===== src/hw/dhp_pkg.sv =====
// dhp_pkg: constants of the display host port.
// assumes one 50 MHz clock; pins idle high through pull-ups, the enable strobe idles low.
// Operation
// - parallel items move as byte or two nibbles
// - nibbles high first on upper four lines
// - select line low instruction, high data
// - enable mode writes on strobe falling edge
// - enable mode reads drive after strobe rise
// - strobe mode writes on write strobe rise
// - strobe mode reads drive after read fall
// - serial frame is two bytes, MSB first
// - header direction one reads, zero writes
// - header select zero instruction, one data
// - serial input sampled on rising clock
// - read waits 1 us, bits after falls
// - frame strobe low frames; unclosed frames discarded
// - power-up reset; pin reset only in parallel
// - display counter steps and wraps at gaps
// - glyph counter steps, wraps 3F and 00
// - display address is the cursor position
// - display addresses only in two ranges
// - busy flag always reads zero
package dhp_pkg;
    localparam logic [1:0] MODE_M68 = 2'h0;
    localparam logic [1:0] MODE_I80 = 2'h1;
    localparam logic [1:0] MODE_SER = 2'h2;
    localparam logic [6:0] DD_L0_BEG = 7'h00;
    localparam logic [6:0] DD_L0_END = 7'h27;
    localparam logic [6:0] DD_L1_BEG = 7'h40;
    localparam logic [6:0] DD_L1_END = 7'h67;
    localparam logic [5:0] GL_BEG    = 6'h00;
    localparam logic [5:0] GL_END    = 6'h3F;
    localparam logic [7:0] INS_CLEAR = 8'h01;
    localparam logic [6:0] INS_HOME  = 7'h01;
    localparam logic [5:0] INS_ENTRY = 6'h01;
    localparam logic [1:0] INS_GLY   = 2'h1;
    localparam int         ENTRY_ID  = 1;
    localparam int         BUSY_BIT  = 7;
    localparam logic [4:0] HDR_ONES  = 5'h1F;
    localparam int         HDR_DIR   = 2;
    localparam int         HDR_RS    = 1;
    localparam logic [4:0] SER_BYTE  = 5'h08;
    localparam logic [4:0] SER_FRAME = 5'h10;
    localparam logic [6:0] AC_RST    = 7'h00;
    localparam logic       INC_RST   = 1'b1;
    localparam logic [19:0] PIN_RST  = 20'hF7FFF;
    localparam int         CLK_NS    = 20;
    localparam int         T_DD_NS   = 150;
    localparam int         DD_CYC    = (T_DD_NS / CLK_NS) < 1 ? 1 : T_DD_NS / CLK_NS;
endpackage


===== src/hw/dhp_ser_if.sv =====
// dhp_ser_if: serial engine to core transfer signals.
// assumes both ends on the same clock.
`timescale 1ns/100ps
interface dhp_ser_if;
    logic       wr_ev;
    logic       rd_req;
    logic       rd_end;
    logic       rs;
    logic [7:0] wbyte;
    logic [7:0] rbyte;
    modport ser  (output wr_ev, rd_req, rd_end, rs, wbyte, input rbyte);
    modport core (input wr_ev, rd_req, rd_end, rs, wbyte, output rbyte);
endinterface


===== src/hw/dhp_serial.sv =====
// dhp_serial: strobe-framed two byte serial engine.
// assumes synchronised pin levels; rbyte stable during the wait.
`timescale 1ns/100ps
module dhp_serial (
    input  wire logic clk,
    input  wire logic nrst,
    input  wire logic en,
    input  wire logic s_sck,
    input  wire logic s_stb,
    input  wire logic s_si,
    dhp_ser_if.ser    bus,
    output logic      so_q,
    output logic      so_oe_n_q
);
    logic       sck_p_q, stb_p_q, act_q;
    logic [4:0] cnt_q;
    logic [7:0] hdr_q, dat_q, tx_q;
    wire        sck_rise = s_sck & ~sck_p_q;
    wire        sck_fall = ~s_sck & sck_p_q;
    wire        stb_rise = s_stb & ~stb_p_q;
    wire        stb_fall = ~s_stb & stb_p_q;
    wire [7:0]  hdr_nx   = {hdr_q[6:0], s_si};
    wire        hdr_ok   = hdr_q[7:3] == dhp_pkg::HDR_ONES && !hdr_q[0];
    wire        nx_ok    = hdr_nx[7:3] == dhp_pkg::HDR_ONES && !hdr_nx[0];
    wire        is_rd    = hdr_q[dhp_pkg::HDR_DIR];
    wire        shift_in = sck_rise && cnt_q != dhp_pkg::SER_FRAME;
    wire        first_tx = cnt_q == dhp_pkg::SER_BYTE;
    wire        tx_go    = sck_fall && is_rd && cnt_q >= dhp_pkg::SER_BYTE;
    wire [7:0]  tx_src   = first_tx ? bus.rbyte : tx_q;
    wire        closed   = act_q && cnt_q == dhp_pkg::SER_FRAME && hdr_ok;

    // frame tracking; a frame counts only when the strobe closes it
    always_ff @(posedge clk or negedge nrst) begin
        if (!nrst) begin
            {sck_p_q, stb_p_q, act_q} <= 3'h6;
            {cnt_q, hdr_q, dat_q, tx_q} <= 29'h0;
            {bus.wr_ev, bus.rd_req, bus.rd_end, bus.rs} <= 4'h0;
            bus.wbyte <= 8'h00;
            so_q      <= 1'b1;
            so_oe_n_q <= 1'b1;
        end else begin
            sck_p_q    <= s_sck;
            stb_p_q    <= s_stb;
            bus.wr_ev  <= 1'b0;
            bus.rd_req <= 1'b0;
            bus.rd_end <= 1'b0;
            if (!en || stb_fall || stb_rise) begin
                act_q     <= en && stb_fall;
                cnt_q     <= 5'h00;
                so_oe_n_q <= 1'b1;
                bus.wr_ev  <= en && stb_rise && closed && !is_rd;
                bus.rd_end <= en && stb_rise && closed && is_rd;
                bus.wbyte  <= dat_q;
            end else if (act_q) begin
                if (shift_in) begin
                    cnt_q <= cnt_q + 5'h01;
                    if (cnt_q < dhp_pkg::SER_BYTE) hdr_q <= hdr_nx;
                    else if (!is_rd) dat_q <= {dat_q[6:0], s_si};
                end
                if (shift_in && cnt_q == dhp_pkg::SER_BYTE - 5'h01) begin
                    bus.rd_req <= nx_ok && hdr_nx[dhp_pkg::HDR_DIR];
                    bus.rs     <= hdr_nx[dhp_pkg::HDR_RS];
                end
                // in a read frame, one bit after each data falling edge
                if (tx_go) begin
                    so_oe_n_q <= 1'b0;
                    so_q      <= tx_src[7];
                    tx_q      <= {tx_src[6:0], 1'b0};
                end
            end
        end
    end
endmodule


===== src/hw/dhp_top.sv =====
// dhp_top: display host port, parallel and serial links with address counter.
// assumes pins asynchronous to clk; display memory outside reads at address_counter.
`timescale 1ns/100ps
module dhp_top (
    input  wire logic       clk,
    input  wire logic       nrst,
    input  wire logic [1:0] mode_sel,
    input  wire logic       bus_nibble,
    input  wire logic       ext_rst_n,
    input  wire logic       e_strobe,
    input  wire logic       rw_dir,
    input  wire logic       wr_n,
    input  wire logic       rd_n,
    input  wire logic       cmd_data_select,
    input  wire logic [7:0] data_lines_in,
    output logic      [7:0] data_lines_out,
    output logic            data_lines_oe_n,
    input  wire logic       sck,
    input  wire logic       frame_strobe,
    input  wire logic       serial_io_in,
    output logic            serial_io_out,
    output logic            serial_io_oe_n,
    input  wire logic [7:0] mem_rdata,
    output logic            mem_we,
    output logic            mem_glyph,
    output logic      [6:0] mem_addr,
    output logic      [7:0] mem_wdata,
    output logic      [6:0] address_counter,
    output logic            glyph_sel,
    output logic      [6:0] cursor_pos
);
    localparam int DD_CYC = dhp_pkg::DD_CYC;

    // one step of the counter, wrapping over the gaps between ranges
    function automatic logic [6:0] ac_step(input logic [6:0] a,
                                           input logic       gl,
                                           input logic       up);
        logic [6:0] r;
        r = a;
        if (gl) begin
            if (up) r = (a[5:0] == dhp_pkg::GL_END) ? {1'b0, dhp_pkg::GL_BEG}
                                                    : {1'b0, a[5:0] + 6'h01};
            else    r = (a[5:0] == dhp_pkg::GL_BEG) ? {1'b0, dhp_pkg::GL_END}
                                                    : {1'b0, a[5:0] - 6'h01};
        end else if (up) begin
            if (a == dhp_pkg::DD_L0_END)      r = dhp_pkg::DD_L1_BEG;
            else if (a == dhp_pkg::DD_L1_END) r = dhp_pkg::DD_L0_BEG;
            else                              r = a + 7'h01;
        end else begin
            if (a == dhp_pkg::DD_L1_BEG)      r = dhp_pkg::DD_L0_END;
            else if (a == dhp_pkg::DD_L0_BEG) r = dhp_pkg::DD_L1_END;
            else                              r = a - 7'h01;
        end
        return r;
    endfunction

    // display address inside one of the two valid ranges
    function automatic logic dd_valid(input logic [6:0] a);
        return a <= dhp_pkg::DD_L0_END ||
               (a >= dhp_pkg::DD_L1_BEG && a <= dhp_pkg::DD_L1_END);
    endfunction

    // every pin passes two flops; reset value is the pin's idle level, so no false edge
    logic [19:0] pin_raw, meta_q, sync_q, prev_q;
    assign pin_raw = {mode_sel, bus_nibble, ext_rst_n, e_strobe, rw_dir, wr_n, rd_n,
                      sck, frame_strobe, serial_io_in, cmd_data_select, data_lines_in};

    genvar gi;
    generate
        for (gi = 0; gi < 20; gi++) begin : g_sync
            always_ff @(posedge clk or negedge nrst) begin
                if (!nrst) begin
                    meta_q[gi] <= dhp_pkg::PIN_RST[gi];
                    sync_q[gi] <= dhp_pkg::PIN_RST[gi];
                end else begin
                    meta_q[gi] <= pin_raw[gi];
                    sync_q[gi] <= meta_q[gi];
                end
            end
        end
    endgenerate

    // previous synchronised level, for edge detection
    always_ff @(posedge clk or negedge nrst) begin
        if (!nrst) prev_q <= dhp_pkg::PIN_RST;
        else       prev_q <= sync_q;
    end

    // synchronised levels; data and strobes share latency so they stay aligned
    wire [1:0] s_mode = sync_q[19:18];
    wire       s_nib  = sync_q[17];
    wire       s_xrst = sync_q[16];
    wire       s_e    = sync_q[15];
    wire       s_rw   = sync_q[14];
    wire       s_wr   = sync_q[13];
    wire       s_rd   = sync_q[12];
    wire       s_sck  = sync_q[11];
    wire       s_stb  = sync_q[10];
    wire       s_si   = sync_q[9];
    wire       s_rs   = sync_q[8];
    wire [7:0] s_din  = sync_q[7:0];
    wire       e_rise  = s_e & ~prev_q[15];
    wire       e_fall  = ~s_e & prev_q[15];
    wire       wr_rise = s_wr & ~prev_q[13];
    wire       rd_fall = ~s_rd & prev_q[12];
    wire       rd_rise = s_rd & ~prev_q[12];

    // link selection from the jumpers; code 3 selects no link
    wire is_m68 = s_mode == dhp_pkg::MODE_M68;
    wire is_i80 = s_mode == dhp_pkg::MODE_I80;
    wire is_ser = s_mode == dhp_pkg::MODE_SER;

    // pin reset acts only with a parallel link
    wire soft_rst = (is_m68 || is_i80) && !s_xrst;

    wire m68_wr  = is_m68 && e_fall && !s_rw;
    wire m68_rdb = is_m68 && e_rise && s_rw;
    wire m68_rde = is_m68 && e_fall && s_rw;
    wire i80_wr  = is_i80 && wr_rise;
    wire i80_rdb = is_i80 && rd_fall;
    wire i80_rde = is_i80 && rd_rise;
    wire p_wr    = m68_wr || i80_wr;
    wire p_rdb   = m68_rdb || i80_rdb;
    wire p_rde   = m68_rde || i80_rde;

    // core state
    logic [6:0] ac_q;
    logic       glyph_q, inc_q, nib_q, drv_q;
    logic [3:0] hi_q;
    logic [7:0] rbyte_q;
    dhp_ser_if  sif ();

    // second nibble completes the item; low lines ignored
    wire       last_half = !s_nib || nib_q;
    wire [7:0] p_byte    = s_nib ? {hi_q, s_din[7:4]} : s_din;

    // merged transfer events of whichever link is selected
    wire       wr_ev   = (p_wr && last_half) || sif.wr_ev;
    wire       rd_done = (p_rde && last_half) || sif.rd_end;
    wire       ev_rs   = is_ser ? sif.rs : s_rs;
    wire [7:0] wr_byte = is_ser ? sif.wbyte : p_byte;

    // select line splits instructions from data
    wire ins_wr   = wr_ev && !ev_rs;
    wire dat_step = (wr_ev || rd_done) && ev_rs;

    // instruction decode
    wire ins_home  = wr_byte == dhp_pkg::INS_CLEAR || wr_byte[7:1] == dhp_pkg::INS_HOME;
    wire ins_entry = wr_byte[7:2] == dhp_pkg::INS_ENTRY;
    wire ins_gly   = wr_byte[7:6] == dhp_pkg::INS_GLY;
    wire ins_dd    = wr_byte[7];

    wire [6:0] ac_stepped = ac_step(ac_q, glyph_q, inc_q);
    // out-of-range display address set is ignored
    wire dd_ok = dd_valid(wr_byte[6:0]);
    wire [6:0] ac_d = (ins_wr && ins_home)          ? dhp_pkg::AC_RST :
                      (ins_wr && ins_gly)           ? {1'b0, wr_byte[5:0]} :
                      (ins_wr && ins_dd && dd_ok)   ? wr_byte[6:0] :
                      dat_step                      ? ac_stepped : ac_q;
    wire glyph_d = (ins_wr && (ins_home || (ins_dd && dd_ok))) ? 1'b0 :
                   (ins_wr && ins_gly)                          ? 1'b1 : glyph_q;

    // status read: busy zero beside the counter
    wire [7:0] rd_val = ev_rs ? mem_rdata : {1'b0, ac_q};
    wire [7:0] p_out  = !s_nib ? rd_val :
                        nib_q  ? {rbyte_q[3:0], 4'h0} : {rd_val[7:4], 4'h0};

    // counter, mode and direction state
    always_ff @(posedge clk or negedge nrst) begin
        if (!nrst) begin
            ac_q    <= dhp_pkg::AC_RST;
            glyph_q <= 1'b0;
            inc_q   <= dhp_pkg::INC_RST;
        end else if (soft_rst) begin
            ac_q    <= dhp_pkg::AC_RST;
            glyph_q <= 1'b0;
            inc_q   <= dhp_pkg::INC_RST;
        end else begin
            ac_q    <= ac_d;
            glyph_q <= glyph_d;
            // entry mode sets the step direction
            if (ins_wr && ins_entry) inc_q <= wr_byte[dhp_pkg::ENTRY_ID];
        end
    end

    // nibble phase and read value holding
    always_ff @(posedge clk or negedge nrst) begin
        if (!nrst) begin
            nib_q   <= 1'b0;
            hi_q    <= 4'h0;
            rbyte_q <= 8'h00;
        end else if (soft_rst) begin
            nib_q   <= 1'b0;
            hi_q    <= 4'h0;
        end else begin
            if (s_nib && (p_wr || p_rde)) nib_q <= !nib_q;
            if (p_wr && !nib_q) hi_q <= s_din[7:4];
            if (sif.rd_req || (p_rdb && !nib_q)) rbyte_q <= rd_val;
        end
    end
    assign sif.rbyte = rbyte_q;

    // data lines driven only during a read
    always_ff @(posedge clk or negedge nrst) begin
        if (!nrst) begin
            drv_q           <= 1'b0;
            data_lines_out  <= 8'h00;
            data_lines_oe_n <= 1'b1;
        end else if (soft_rst || p_rde || !(is_m68 || is_i80)) begin
            drv_q           <= 1'b0;
            data_lines_oe_n <= 1'b1;
        end else if (p_rdb) begin
            drv_q           <= 1'b1;
            data_lines_out  <= p_out;
            data_lines_oe_n <= 1'b0;
        end
    end

    // memory write port and visible counter
    always_ff @(posedge clk or negedge nrst) begin
        if (!nrst) begin
            mem_we          <= 1'b0;
            mem_glyph       <= 1'b0;
            mem_addr        <= 7'h00;
            mem_wdata       <= 8'h00;
            address_counter <= dhp_pkg::AC_RST;
            glyph_sel       <= 1'b0;
            cursor_pos      <= dhp_pkg::AC_RST;
        end else begin
            mem_we          <= wr_ev && ev_rs && !soft_rst;
            mem_glyph       <= glyph_q;
            mem_addr        <= ac_q;
            mem_wdata       <= wr_byte;
            address_counter <= ac_q;
            glyph_sel       <= glyph_q;
            // cursor follows the counter in display memory
            if (!glyph_q) cursor_pos <= ac_q;
        end
    end

    // serial engine; its outputs are its own flops
    dhp_serial u_ser (
        .clk       (clk),
        .nrst      (nrst),
        .en        (is_ser),
        .s_sck     (s_sck),
        .s_stb     (s_stb),
        .s_si      (s_si),
        .bus       (sif.ser),
        .so_q      (serial_io_out),
        .so_oe_n_q (serial_io_oe_n)
    );
endmodule


===== config.mk =====
export PLATFORM = sky130hd
export DESIGN_NAME = dhp_top
export DESIGN_NICKNAME = d
export VERILOG_FILES = /design/src/hw/dhp_pkg.sv /design/src/hw/dhp_ser_if.sv /design/src/hw/dhp_serial.sv /design/src/hw/dhp_top.sv
export SDC_FILE = /design/constraint.sdc
export NUM_CORES = 1
export LEC_CHECK = 0
export ABC_AREA = 1
export BUFFER_PORTS_ARGS = -buffer_cell sky130_fd_sc_hd__buf_2
export CORE_UTILIZATION = 45
export CTS_CLUSTER_DIAMETER = 120
export CTS_CLUSTER_SIZE = 8
export DETAILED_ROUTE_END_ITERATION = 7
export PLACE_DENSITY = 0.68
export SETUP_SLACK_MARGIN = 0.2
export SYNTH_ARGS = -nofsm -noshare
export SYNTH_HDL_FRONTEND = slang
export SYNTH_SLANG_ARGS = --single-unit

===== constraint.sdc =====
create_clock -name clk -period 2.2 [get_ports clk]
set_input_delay 0.11 -clock clk [delete_from_list [all_inputs] [get_ports clk]]
set_output_delay 0.11 -clock clk [all_outputs]
set_load 0.02 [all_outputs]

==> flow_summary.toml, run 1 <==
[die]
fp-row-count = 42
dieArea_mm2 = 0.0139
start_util_pct = 46.0
die_width_um = 118
pin_count = 73
core_region_area_mm2 = 0.0132
die_y_um = 118

[sta]
setup_viol = 0
hold_viol = 0
skew_ns = 0.00752
maxSlewViolCount = 0
final.setup.tns_ns = 0
period_needed_ns = 2.06
maxSlewHeadroom_pct = 57.7
worstMarginPinSlew_ns = 0.634
max_freq_mhz = 486
fin_crit_sh_pct = 93.5
rsz0062_at_grt = "yes"

[setup_path]
crit_path_frequent_cell = "nand2_1"
critical_path_class = "reg -> reg"
crit_chain = "nand2_8, buf_4, nand2_1, nand2_4, nor3_4, nand3_2, nand2_4, nor2_1, nand2_1, nand2_1"
required_ns = 2.52
start_kind = "flop"
cp_max_fo = 8
crit_arrival_ns = 2.38
max_stage_delay_ns = 0.63
crit_buf_inv = 1
crit_family = "simple AND/OR/NAND/NOR gates"
crit_path_top_delay_cell = "dfstp_2"
cp-end-kind = "flop"

[power_and_ir_drop]
finalPower_w = 0.00723
pwr-share-comb_pct = 18.1
p_leak_nw = 3.82
clockPowerShare_pct = 38.7
seqPwrFrac_pct = 43.2
sw_frac_of_total_pct = 29.9
vdd_drop_max_uv = 635
powerDensity_mw_per_mm2 = 920
power_switching_w = 0.00216
internal-power_w = 0.00507

[synthesis]
synthMuxAreaShare_pct = 1.67
synth.distinct_cells = 44
synthDominantCellAreaShare_pct = 40.0
synth.area.top_cells = "dfrtp_1 40%, dfstp_2 20%, nand2_1 9.7%"
yosys_warnings = 0
ys_seq_area_share_pct = 59.9
syn_avg_cell_area_um2 = 9.43
ys_ff_latch = 143
synth_cells = 643
synthArstFlopShare_pct = 100
synth_top_cell_by_area = "dfrtp_1"
synth_fp_nets = 677
synthSimpleGateAreaFrac_pct = 21.3
synth_edf_count = 0
synth_xor_area_share_pct = 0.289
syn_area_mm2 = 0.00607
synth_top_family_by_area = "simple AND/OR/NAND/NOR gates"
synthAdderAreaFrac_pct = 0.825
synth-compound-area-share_pct = 9.32
synthFlopType = "dfrtp_1"

[detailed_routing]
drc = 0
wl_per_cell_um = 14.3
drtIter0Drc = 391
wirelength_um = 13800
final_antenna_net_count = 0
vias = 4858
detail_route.vias_per_cell = 5.04
dr.pass1.iters = 8

[finish]
nets = 808
area_growth_pct = 29.6
layout.cells.most_common = "nand2_1"
final_cell_mix = "144 x nand2_1, 96 x dfrtp_1, 72 x buf_2, 61 x inv_1, 56 x nor2_1"
drive_gt1_share_pct = 32.3
antennaDiodeCount = 0

[clocking]
cts_root_buf = "clkbuf_16"
clock_latency_ns = 0.43
clock-sinks = 143
htree_levels = 4
cts_tree = "yes"
cts_made_buffers = 17
clock_path_buffers = 2
path_clk_slew_ns = 0.06

[min_path]
hp-class = "in -> reg"

[grt]
grt_overflow = 0
grt_pass1_vias = 4586
antenna_found_initial = 0
grt_pass1_wl_um = 21900
grt_max_degree = 74
grt_util_all_layers_pct = 20.2

[place]
io_buffers = 72
dp_hpwl_um = 9470
gp_congestion = 0.940

[status]
status = "complete, no violations"

[job]
maxCapViolCount = 0
[sequential cells by signal, summed over array words and instances, names as in the netlist, 8 cells and up]
signal and flops:
u_ser.dat_q 8, u_ser.bus.wbyte 8, s_din 8, mem_wdata 8, meta_q 20, u_ser.hdr_q 8, data_lines_out 8, rbyte_q 8
[cell usage after synthesis, types with 2 or more instances]
cell type and count:
nor2_1 62, nor2_4 3, a21oi_1 11, inv_1 63
buf_4 10, a31oi_1 9, o21ai_1 13, nor3_1 5
o211ai_1 5, xor2_1 2, o21ai_2 3, nand2_1 156
dfrtp_1 97, a211oi_1 2, ha_1 4, o21ai_0 49
nor2_2 3, clkbuf_1 5, nand2_2 6, nand4_1 2
inv_2 5, mux2_1 4, mux2_2 5, buf_2 5
nand3_1 50, dfstp_2 46
[layer usage]
metal | GRT usage, % | routed length [um] | vias up
met3 | 6.15 | 758 | 31
met2 | 32.7 | 6790 | 159
met1 | 25.3 | 5890 | 2338
li1 | - | - | 2330
met4 | 8.25 | 307 | 0
met5 | 0 | 0 | -
[power by group through the flow]
stage	Combinational [W]	Sequential, W	Clock [W]
2_1_floorplan	0.000647	0.00327	0
3_3_place_gp	0.00115	0.00315	0
6_report	0.00131	0.00312	0.00280
5_1_grt	0.00145	0.00316	0.00297
4_1_cts	0.00123	0.00312	0.00284
3_5_place_dp	0.00117	0.00317	0
[metrics by stage]
stage	utilization [%]	cells	hold slack [ns]	setup WS, ns	cell area, um^2
2_1_floorplan	-	643	-0.186	0.389	6070
5_1_grt	59.6	963	0.0377	0.0833	7860
4_1_cts	57.1	940	0.0266	0.203	7530
3_5_place_dp	50.3	881	0.145	0.0680	6630
3_3_place_gp	50.3	881	0.144	0.167	6630
6_report	59.6	963	0.0301	0.142	7860
[worst paths after layout]
path                       depth (start not counted)            end  slack [ns]    startpoint
max                                               10        ac_q[2]        0.14     s_mode[1]
min                                                3     rbyte_q[6]        0.03  mem_rdata[6]
max reg2reg                                       10        ac_q[2]        0.14     s_mode[1]
min reg2reg                                        0          s_stb        0.35    meta_q[10]
max in group asynchronous                          3      meta_q[9]        1.26          nrst
min in group asynchronous                          2  u_ser.tx_q[5]        0.24          nrst
[repair_timing]
action / 4_1_cts / 5_1_grt
gates resized for setup: 8 / 52
buffers inserted: 4 / 21
hold buffers: 22 / 0
pin swaps: 3 / 24
endpoints found under the hold margin: 52 / 0
gates cloned: 1 / 2
setup endpoints to repair: 7 / 30
[worst register-to-register path: stages, from the launching register on]
cell and delay (ns):
dfstp_2 0.63, nand2_8 0.10, buf_4 0.17, nand2_1 0.10, nand2_4 0.10, nor3_4 0.30, nand3_2 0.18, nand2_4 0.16
nor2_1 0.08, nand2_1 0.07, nand2_1 0.05
[cells by family (layout without fill, tap and decap cells)]
family	after synthesis	count (layout)
DFF	143	143
AOI/OAI and AO/OA	97	98
muxes	9	9
and+or+nand+nor	296	296
xor gates and xnor gates	2	2
adders and majority gates	4	4
buffers and inverters	92	235
[area by class of cell]
type                       instances  area, um^2
fill                            1064        5330
inverter                          71         283
timing repair buffer             132         926
sequential                       143        3640
tap                              176         220
clock buffer                      19         464
multi-input combinational        409        2200
clock inverter                    13         123
No activity file was read; power rests on OpenSTA's default activity.
==> run 2, diff against run 1 <==
--- a/config.mk
+++ b/config.mk
@@ -7,11 +7,12 @@
 export LEC_CHECK = 0
 export ABC_AREA = 1
 export BUFFER_PORTS_ARGS = -buffer_cell sky130_fd_sc_hd__buf_2
+export CORE_MARGIN = 3
 export CORE_UTILIZATION = 45
 export CTS_CLUSTER_DIAMETER = 120
 export CTS_CLUSTER_SIZE = 8
 export DETAILED_ROUTE_END_ITERATION = 7
-export PLACE_DENSITY = 0.68
+export PLACE_DENSITY_LB_ADDON = 0.2
 export SETUP_SLACK_MARGIN = 0.2
 export SYNTH_ARGS = -nofsm -noshare
 export SYNTH_HDL_FRONTEND = slang
==> run 2 against run 1 <==
  * Routed wire length rose by 1.3%
  * Design area shrank 0.49%
  * Sequential cell count unchanged
  * Core utilization increased by 1.2 points
  * Fmax rose by 4.1%
  * Worst hold slack better by 0.027 ns
  * Sequential power hardly changed
  * Largest power group unchanged
  * Highest routed layer unchanged
==> flow_summary.toml, run 2 (synthesized netlist as in run 1, its figures left out) <==
[detailed_routing]
drtIter0Drc = 404
dr.pass1.iters = 6
wl_per_cell_um = 14.6
final_antenna_net_count = 0
detail_route.vias_per_cell = 4.99
wirelength_um = 13900
vias = 4747
drc = 0

[finish]
regMostFlops = "meta_q"
drive_gt1_share_pct = 31.2
stdcell_count = 952
area_growth_pct = 29.0
antennaDiodeCount = 0
fill_cells = 1073
largest_reg_flops = 20
layout.cells.most_common = "nand2_1"
nets = 801
fin_area_mm2 = 0.00782
final_cell_mix = "144 x nand2_1, 97 x dfrtp_1, 71 x buf_2, 62 x inv_1, 56 x nor2_1"

[power_and_ir_drop]
vdd_drop_max_uv = 714
powerDensity_mw_per_mm2 = 937
p_leak_nw = 3.79

[place]
place_area_mm2 = 0.00662
gp_congestion = 0.877
dpl.cell_count = 878
dp_hpwl_um = 9520
io_buffers = 72

[setup_path]
required_ns = 2.56
start_kind = "flop"
cp_max_fo = 7
cp-end-kind = "flop"
crit_arrival_ns = 2.33
critical_path_class = "reg -> reg"

[clocking]
path_clk_slew_ns = 0.06
htree_levels = 4
clock_path_buffers = 2
clock_latency_ns = 0.42
cts_tree = "yes"
cts_root_buf = "clkbuf_16"
cts_made_buffers = 17
clock-sinks = 143

[sta]
final.setup.tns_ns = 0
skew_ns = 0.00742
maxSlewHeadroom_pct = 63.5
period_needed_ns = 1.98
hold_viol = 0
worstMarginPinSlew_ns = 0.547
maxSlewViolCount = 0
max_freq_mhz = 506
rsz0062_at_grt = "yes"
fin_crit_sh_pct = 89.8
setup_viol = 0

[grt]
grt_pass1_vias = 4455
use_met2_pct = 32.0
antenna_found_initial = 0
grt_util_all_layers_pct = 19.1
grt_overflow = 0
grt_max_degree = 62
grt_pass1_wl_um = 21900
grt_use_met1_pct = 24.0
grt_use_met3_pct = 5.01
busiest_layer = "met2"

[min_path]
hp-class = "in -> reg"

[job]
maxCapViolCount = 0

[die]
dieArea_mm2 = 0.0149
fp-row-count = 41
core_region_area_mm2 = 0.0129
die_y_um = 122
pin_count = 73
die_width_um = 122
start_util_pct = 47.1

[status]
status = "complete, no violations"
==> run 2: changes by cell type in the layout (fill, tap and decap cells not counted), moves of 3 or more <==
cell	previous run	this run
clkbuf_16	18	21
clkbuf_8	1	4
nand3_2	5	2
inv_6	5	1
buf_4	29	25
buf_6	6	3
==> run 2: what timing repair did <==
| action | 4_1_cts | 5_1_grt |
|---|---|---|
| hold endpoints to repair | 73 | 0 |
| gates resized for setup | 4 | 45 |
| gates cloned | 0 | 3 |
| hold buffers | 22 | 0 |
| endpoints found under the setup margin | 13 | 23 |
| pin swaps | 1 | 13 |
| buffers inserted | 3 | 14 |
==> run 2: layout make-up <==
| type | instances | area (um^2) | area share [%] |
|---|---|---|---|
| Timing Repair Buffer | 123 | 837 | 10.7 |
| Multi-Input combinational cell | 411 | 2240 | 28.6 |
| Clock inverter | 5 | 32.5 | 0.416 |
| Inverter | 71 | 278 | 3.55 |
| Tap cell | 172 | 215 | 2.75 |
| Clock buffer | 27 | 588 | 7.52 |
| Sequential cell | 143 | 3640 | 46.5 |
==> run 2: final timing paths <==
| path | from | to | slack [ns] | depth (start not counted) |
|---|---|---|---|---|
| max reg2reg | s_nib | ac_q[2] | 0.22 | 12 |
| min in group asynchronous | nrst | u_ser.tx_q[6] | 0.20 | 2 |
| max in group asynchronous | nrst | meta_q[11] | 1.20 | 3 |
| min | mem_rdata[2] | rbyte_q[2] | 0.06 | 3 |
| min reg2reg | meta_q[2] | s_din[2] | 0.35 | 0 |
| max | s_nib | ac_q[2] | 0.22 | 12 |
==> run 2: worst max-delay path: stages (launching register included) <==
cell and delay [ns]:
dfstp_2 0.63, buf_6 0.14, nand2_1 0.05, o211ai_1 0.12, nand2_2 0.14, buf_4 0.16, a21boi_0 0.16, nand2_1 0.11
nand3_1 0.08, nand2_1 0.06, nor2_1 0.10, nand2_1 0.08, nand2_1 0.06
==> run 2: metrics by stage <==
| step | total power, W | setup WS [ns] | utilization, % | hold slack (ns) |
|---|---|---|---|---|
| floorplan | 0.00392 | 0.389 | - | -0.186 |
| global placement | 0.00432 | 0.151 | 51.4 | 0.0889 |
| detailed placement | 0.00435 | 0.130 | 51.4 | 0.0923 |
| CTS | 0.00732 | 0.212 | 58.4 | 0.0374 |
| global route | 0.00770 | 0.0960 | 60.8 | 0.0846 |
| finish | 0.00733 | 0.224 | 60.8 | 0.0569 |
==> run 2: where the power goes <==
group	internal (W)	total, W	switching [W]
Clock	0.00183	0.00288	0.00105
Combinational	0.000470	0.00133	0.000858
Sequential	0.00293	0.00312	0.000188
==> run 2: per-layer routing <==
layer	share of wire (%)	up-vias
li1	-	2323
met4	1.5	0
met2	49	158
met1	43	2246
met3	5.8	20
met5	0	-
==> run 3, diff against run 2 <==
--- a/config.mk
+++ b/config.mk
@@ -12,7 +12,7 @@
 export CTS_CLUSTER_DIAMETER = 120
 export CTS_CLUSTER_SIZE = 8
 export DETAILED_ROUTE_END_ITERATION = 7
-export PLACE_DENSITY_LB_ADDON = 0.2
+export PLACE_DENSITY = 0.75
 export SETUP_SLACK_MARGIN = 0.2
 export SYNTH_ARGS = -nofsm -noshare
 export SYNTH_HDL_FRONTEND = slang
==> run 3 against run 2 <==
  * Combinational power about the same
  * Total power fell by 1.3%
  * Worst setup slack worse by 0.070 ns
  * Register-to-register slack worse by 0.07 ns
  * Worst hold slack better by 0.0058 ns
  * Core utilization down 0.32 points
  * Clock power is 3% lower
  * Clock skew shrank 0.0014 ns
  * Critical path type unchanged
  * Largest cell class unchanged
  * Largest power group unchanged
==> flow_summary.toml, run 3 (synthesized netlist as in run 1, its figures left out) <==
[detailed_routing]
drtIter0Drc = 524
top_layer = "met5"
vias = 4862
wl_per_cell_um = 15.2
drt-met1-wl_um = 5910
dr.pass1.iters = 5
detail_route.vias_per_cell = 5.12
drc = 0
wirelength_um = 14400
final_antenna_net_count = 0
dr_wl_met3_um = 797
wl_met2_um = 7190

[status]
status = "complete, no violations"

[power_and_ir_drop]
powerDensity_mw_per_mm2 = 930
vdd_drop_max_uv = 569
p_leak_nw = 3.76

[finish]
nets = 799
largest_reg_flops = 20
antennaDiodeCount = 0
fill_cells = 988
final_cell_mix = "143 x nand2_1, 97 x dfrtp_1, 71 x buf_2, 61 x inv_1, 57 x nor2_1"
fin_util_pct = 60.4
drive_gt1_share_pct = 31.4
area_growth_pct = 28.3
layout.cells.most_common = "nand2_1"
multi_input_area_mm2 = 0.00225
regMostFlops = "meta_q"
fin_area_mm2 = 0.00778
regArea_mm2 = 0.00364

[clocking]
path_clk_slew_ns = 0.06
clock_path_buffers = 2
htree_levels = 4
cts_root_buf = "clkbuf_16"
cts_made_buffers = 17
cts_tree = "yes"
clock_latency_ns = 0.43
clock-sinks = 143

[grt]
antenna_found_initial = 1
grt_overflow = 0
grt_util_all_layers_pct = 19.5
grt_pass1_wl_um = 22600
grt_max_degree = 68
grt_pass1_vias = 4690

[place]
gp_congestion = 0.885
place_ws_ns = 0.0762
dp_hpwl_um = 9700
io_buffers = 72
place_area_mm2 = 0.00659

[job]
maxCapViolCount = 0

[sta]
worst_slack_ns = 0.154
skew_ns = 0.00599
worstMarginPinSlew_ns = 0.537
final.setup.tns_ns = 0
period_needed_ns = 2.05
maxSlewViolCount = 0
hold_slack_ns = 0.0627
hold_viol = 0
rsz0062_at_grt = "yes"
maxSlewHeadroom_pct = 63.9
fin_crit_sh_pct = 93.0
setup_viol = 0
max_freq_mhz = 489

[die]
core_region_area_mm2 = 0.0129
start_util_pct = 47.1
die_y_um = 122
fp-row-count = 41
dieArea_mm2 = 0.0149
pin_count = 73
die_width_um = 122

[min_path]
hp-class = "in -> reg"
holdPathEnd = "rbyte_q[5]"
hold_start = "mem_rdata[5]"
hold_depth = 3

[setup_path]
crit_path_top_delay_cell = "dfstp_2"
max_stage_delay_ns = 0.67
crit_chain = "nand2_8, o211ai_1, nand2_2, nor3_4, nand3_4, nand2_4, nor2_1, nand3_1, nand2_1"
crit-reg2reg-launch = "s_mode[1]"
critical_path_class = "reg -> reg"
crit_family = "simple AND/OR/NAND/NOR gates"
r2r-end = "ac_q[5]"
r2r_slack_ns = 0.15
cp_max_fo = 7
cp-end-kind = "flop"
cp_num_cells = 9
crit_buf_inv = 0
crit_arrival_ns = 2.36
required_ns = 2.51
r2r_cells = 9
start_kind = "flop"
run 3: cell types whose count changed in the layout (fill, tap and decap cells not counted), sizes merged:
cell / change
clkinv: +1
clkbuf: -9
buf: -2
clkinvlp: -1
nor2: -1
inv: +10
run 3: worst reg2reg max path: cells and delay by family, from the launching register on:
kind | cells | cell delay [ns]
DFF | 1 | 0.67
AOI/OAI and AO/OA | 1 | 0.18
and+or+nand+nor | 8 | 1.07
run 3: power by group:
| group | switching [W] | internal (W) |
|---|---|---|
| registers | 0.000196 | 0.00293 |
| logic | 0.000862 | 0.000455 |
| clock network | 0.00123 | 0.00157 |
| total | 0.00229 | 0.00495 |
run 3: worst max path at each step:
stage	from	to	slack (ns)
3_5_place_dp	u_ser.cnt_q[0]	u_ser.dat_q[4]	0.08
6_report	s_mode[1]	ac_q[5]	0.15
3_3_place_gp	s_mode[0]	ac_q[0]	0.20
4_1_cts	s_mode[0]	ac_q[3]	0.19
5_1_grt	s_mode[1]	rbyte_q[2]	0.03
2_1_floorplan	u_ser.cnt_q[0]	u_ser.dat_q[2]	0.39
run 3: repair_timing:
action,in CTS,in global routing
hold buffers,22,0
pin swaps,2,17
gates resized for setup,8,47
setup buffers,1,18
gates cloned,1,2
setup endpoints to repair,12,36
hold endpoints to repair,72,0
run 3: final cells by class:
class	count	area share [%]
inverter	71	3.63
sequential	143	46.7
tap	172	2.77
timing repair inverter	1	0.0804
timing repair buffer	121	10.4
clock inverter	14	1.67
multi-input combinational	410	28.9
clock buffer	18	5.79
run 3: routing by layer:
| metal | track usage, % | up-vias |
|---|---|---|
| met5 | 0 | - |
| met4 | 7.49 | 2 |
| met3 | 4.97 | 47 |
| met2 | 32.9 | 185 |
| met1 | 24.1 | 2307 |
| li1 | - | 2321 |
run 3: metrics by stage:
stage	total power [W]	instances
3_3_place_gp	0.00430	874
3_5_place_dp	0.00435	874
2_1_floorplan	0.00392	643
5_1_grt	0.00756	950
4_1_cts	0.00718	930
6_report	0.00724	950
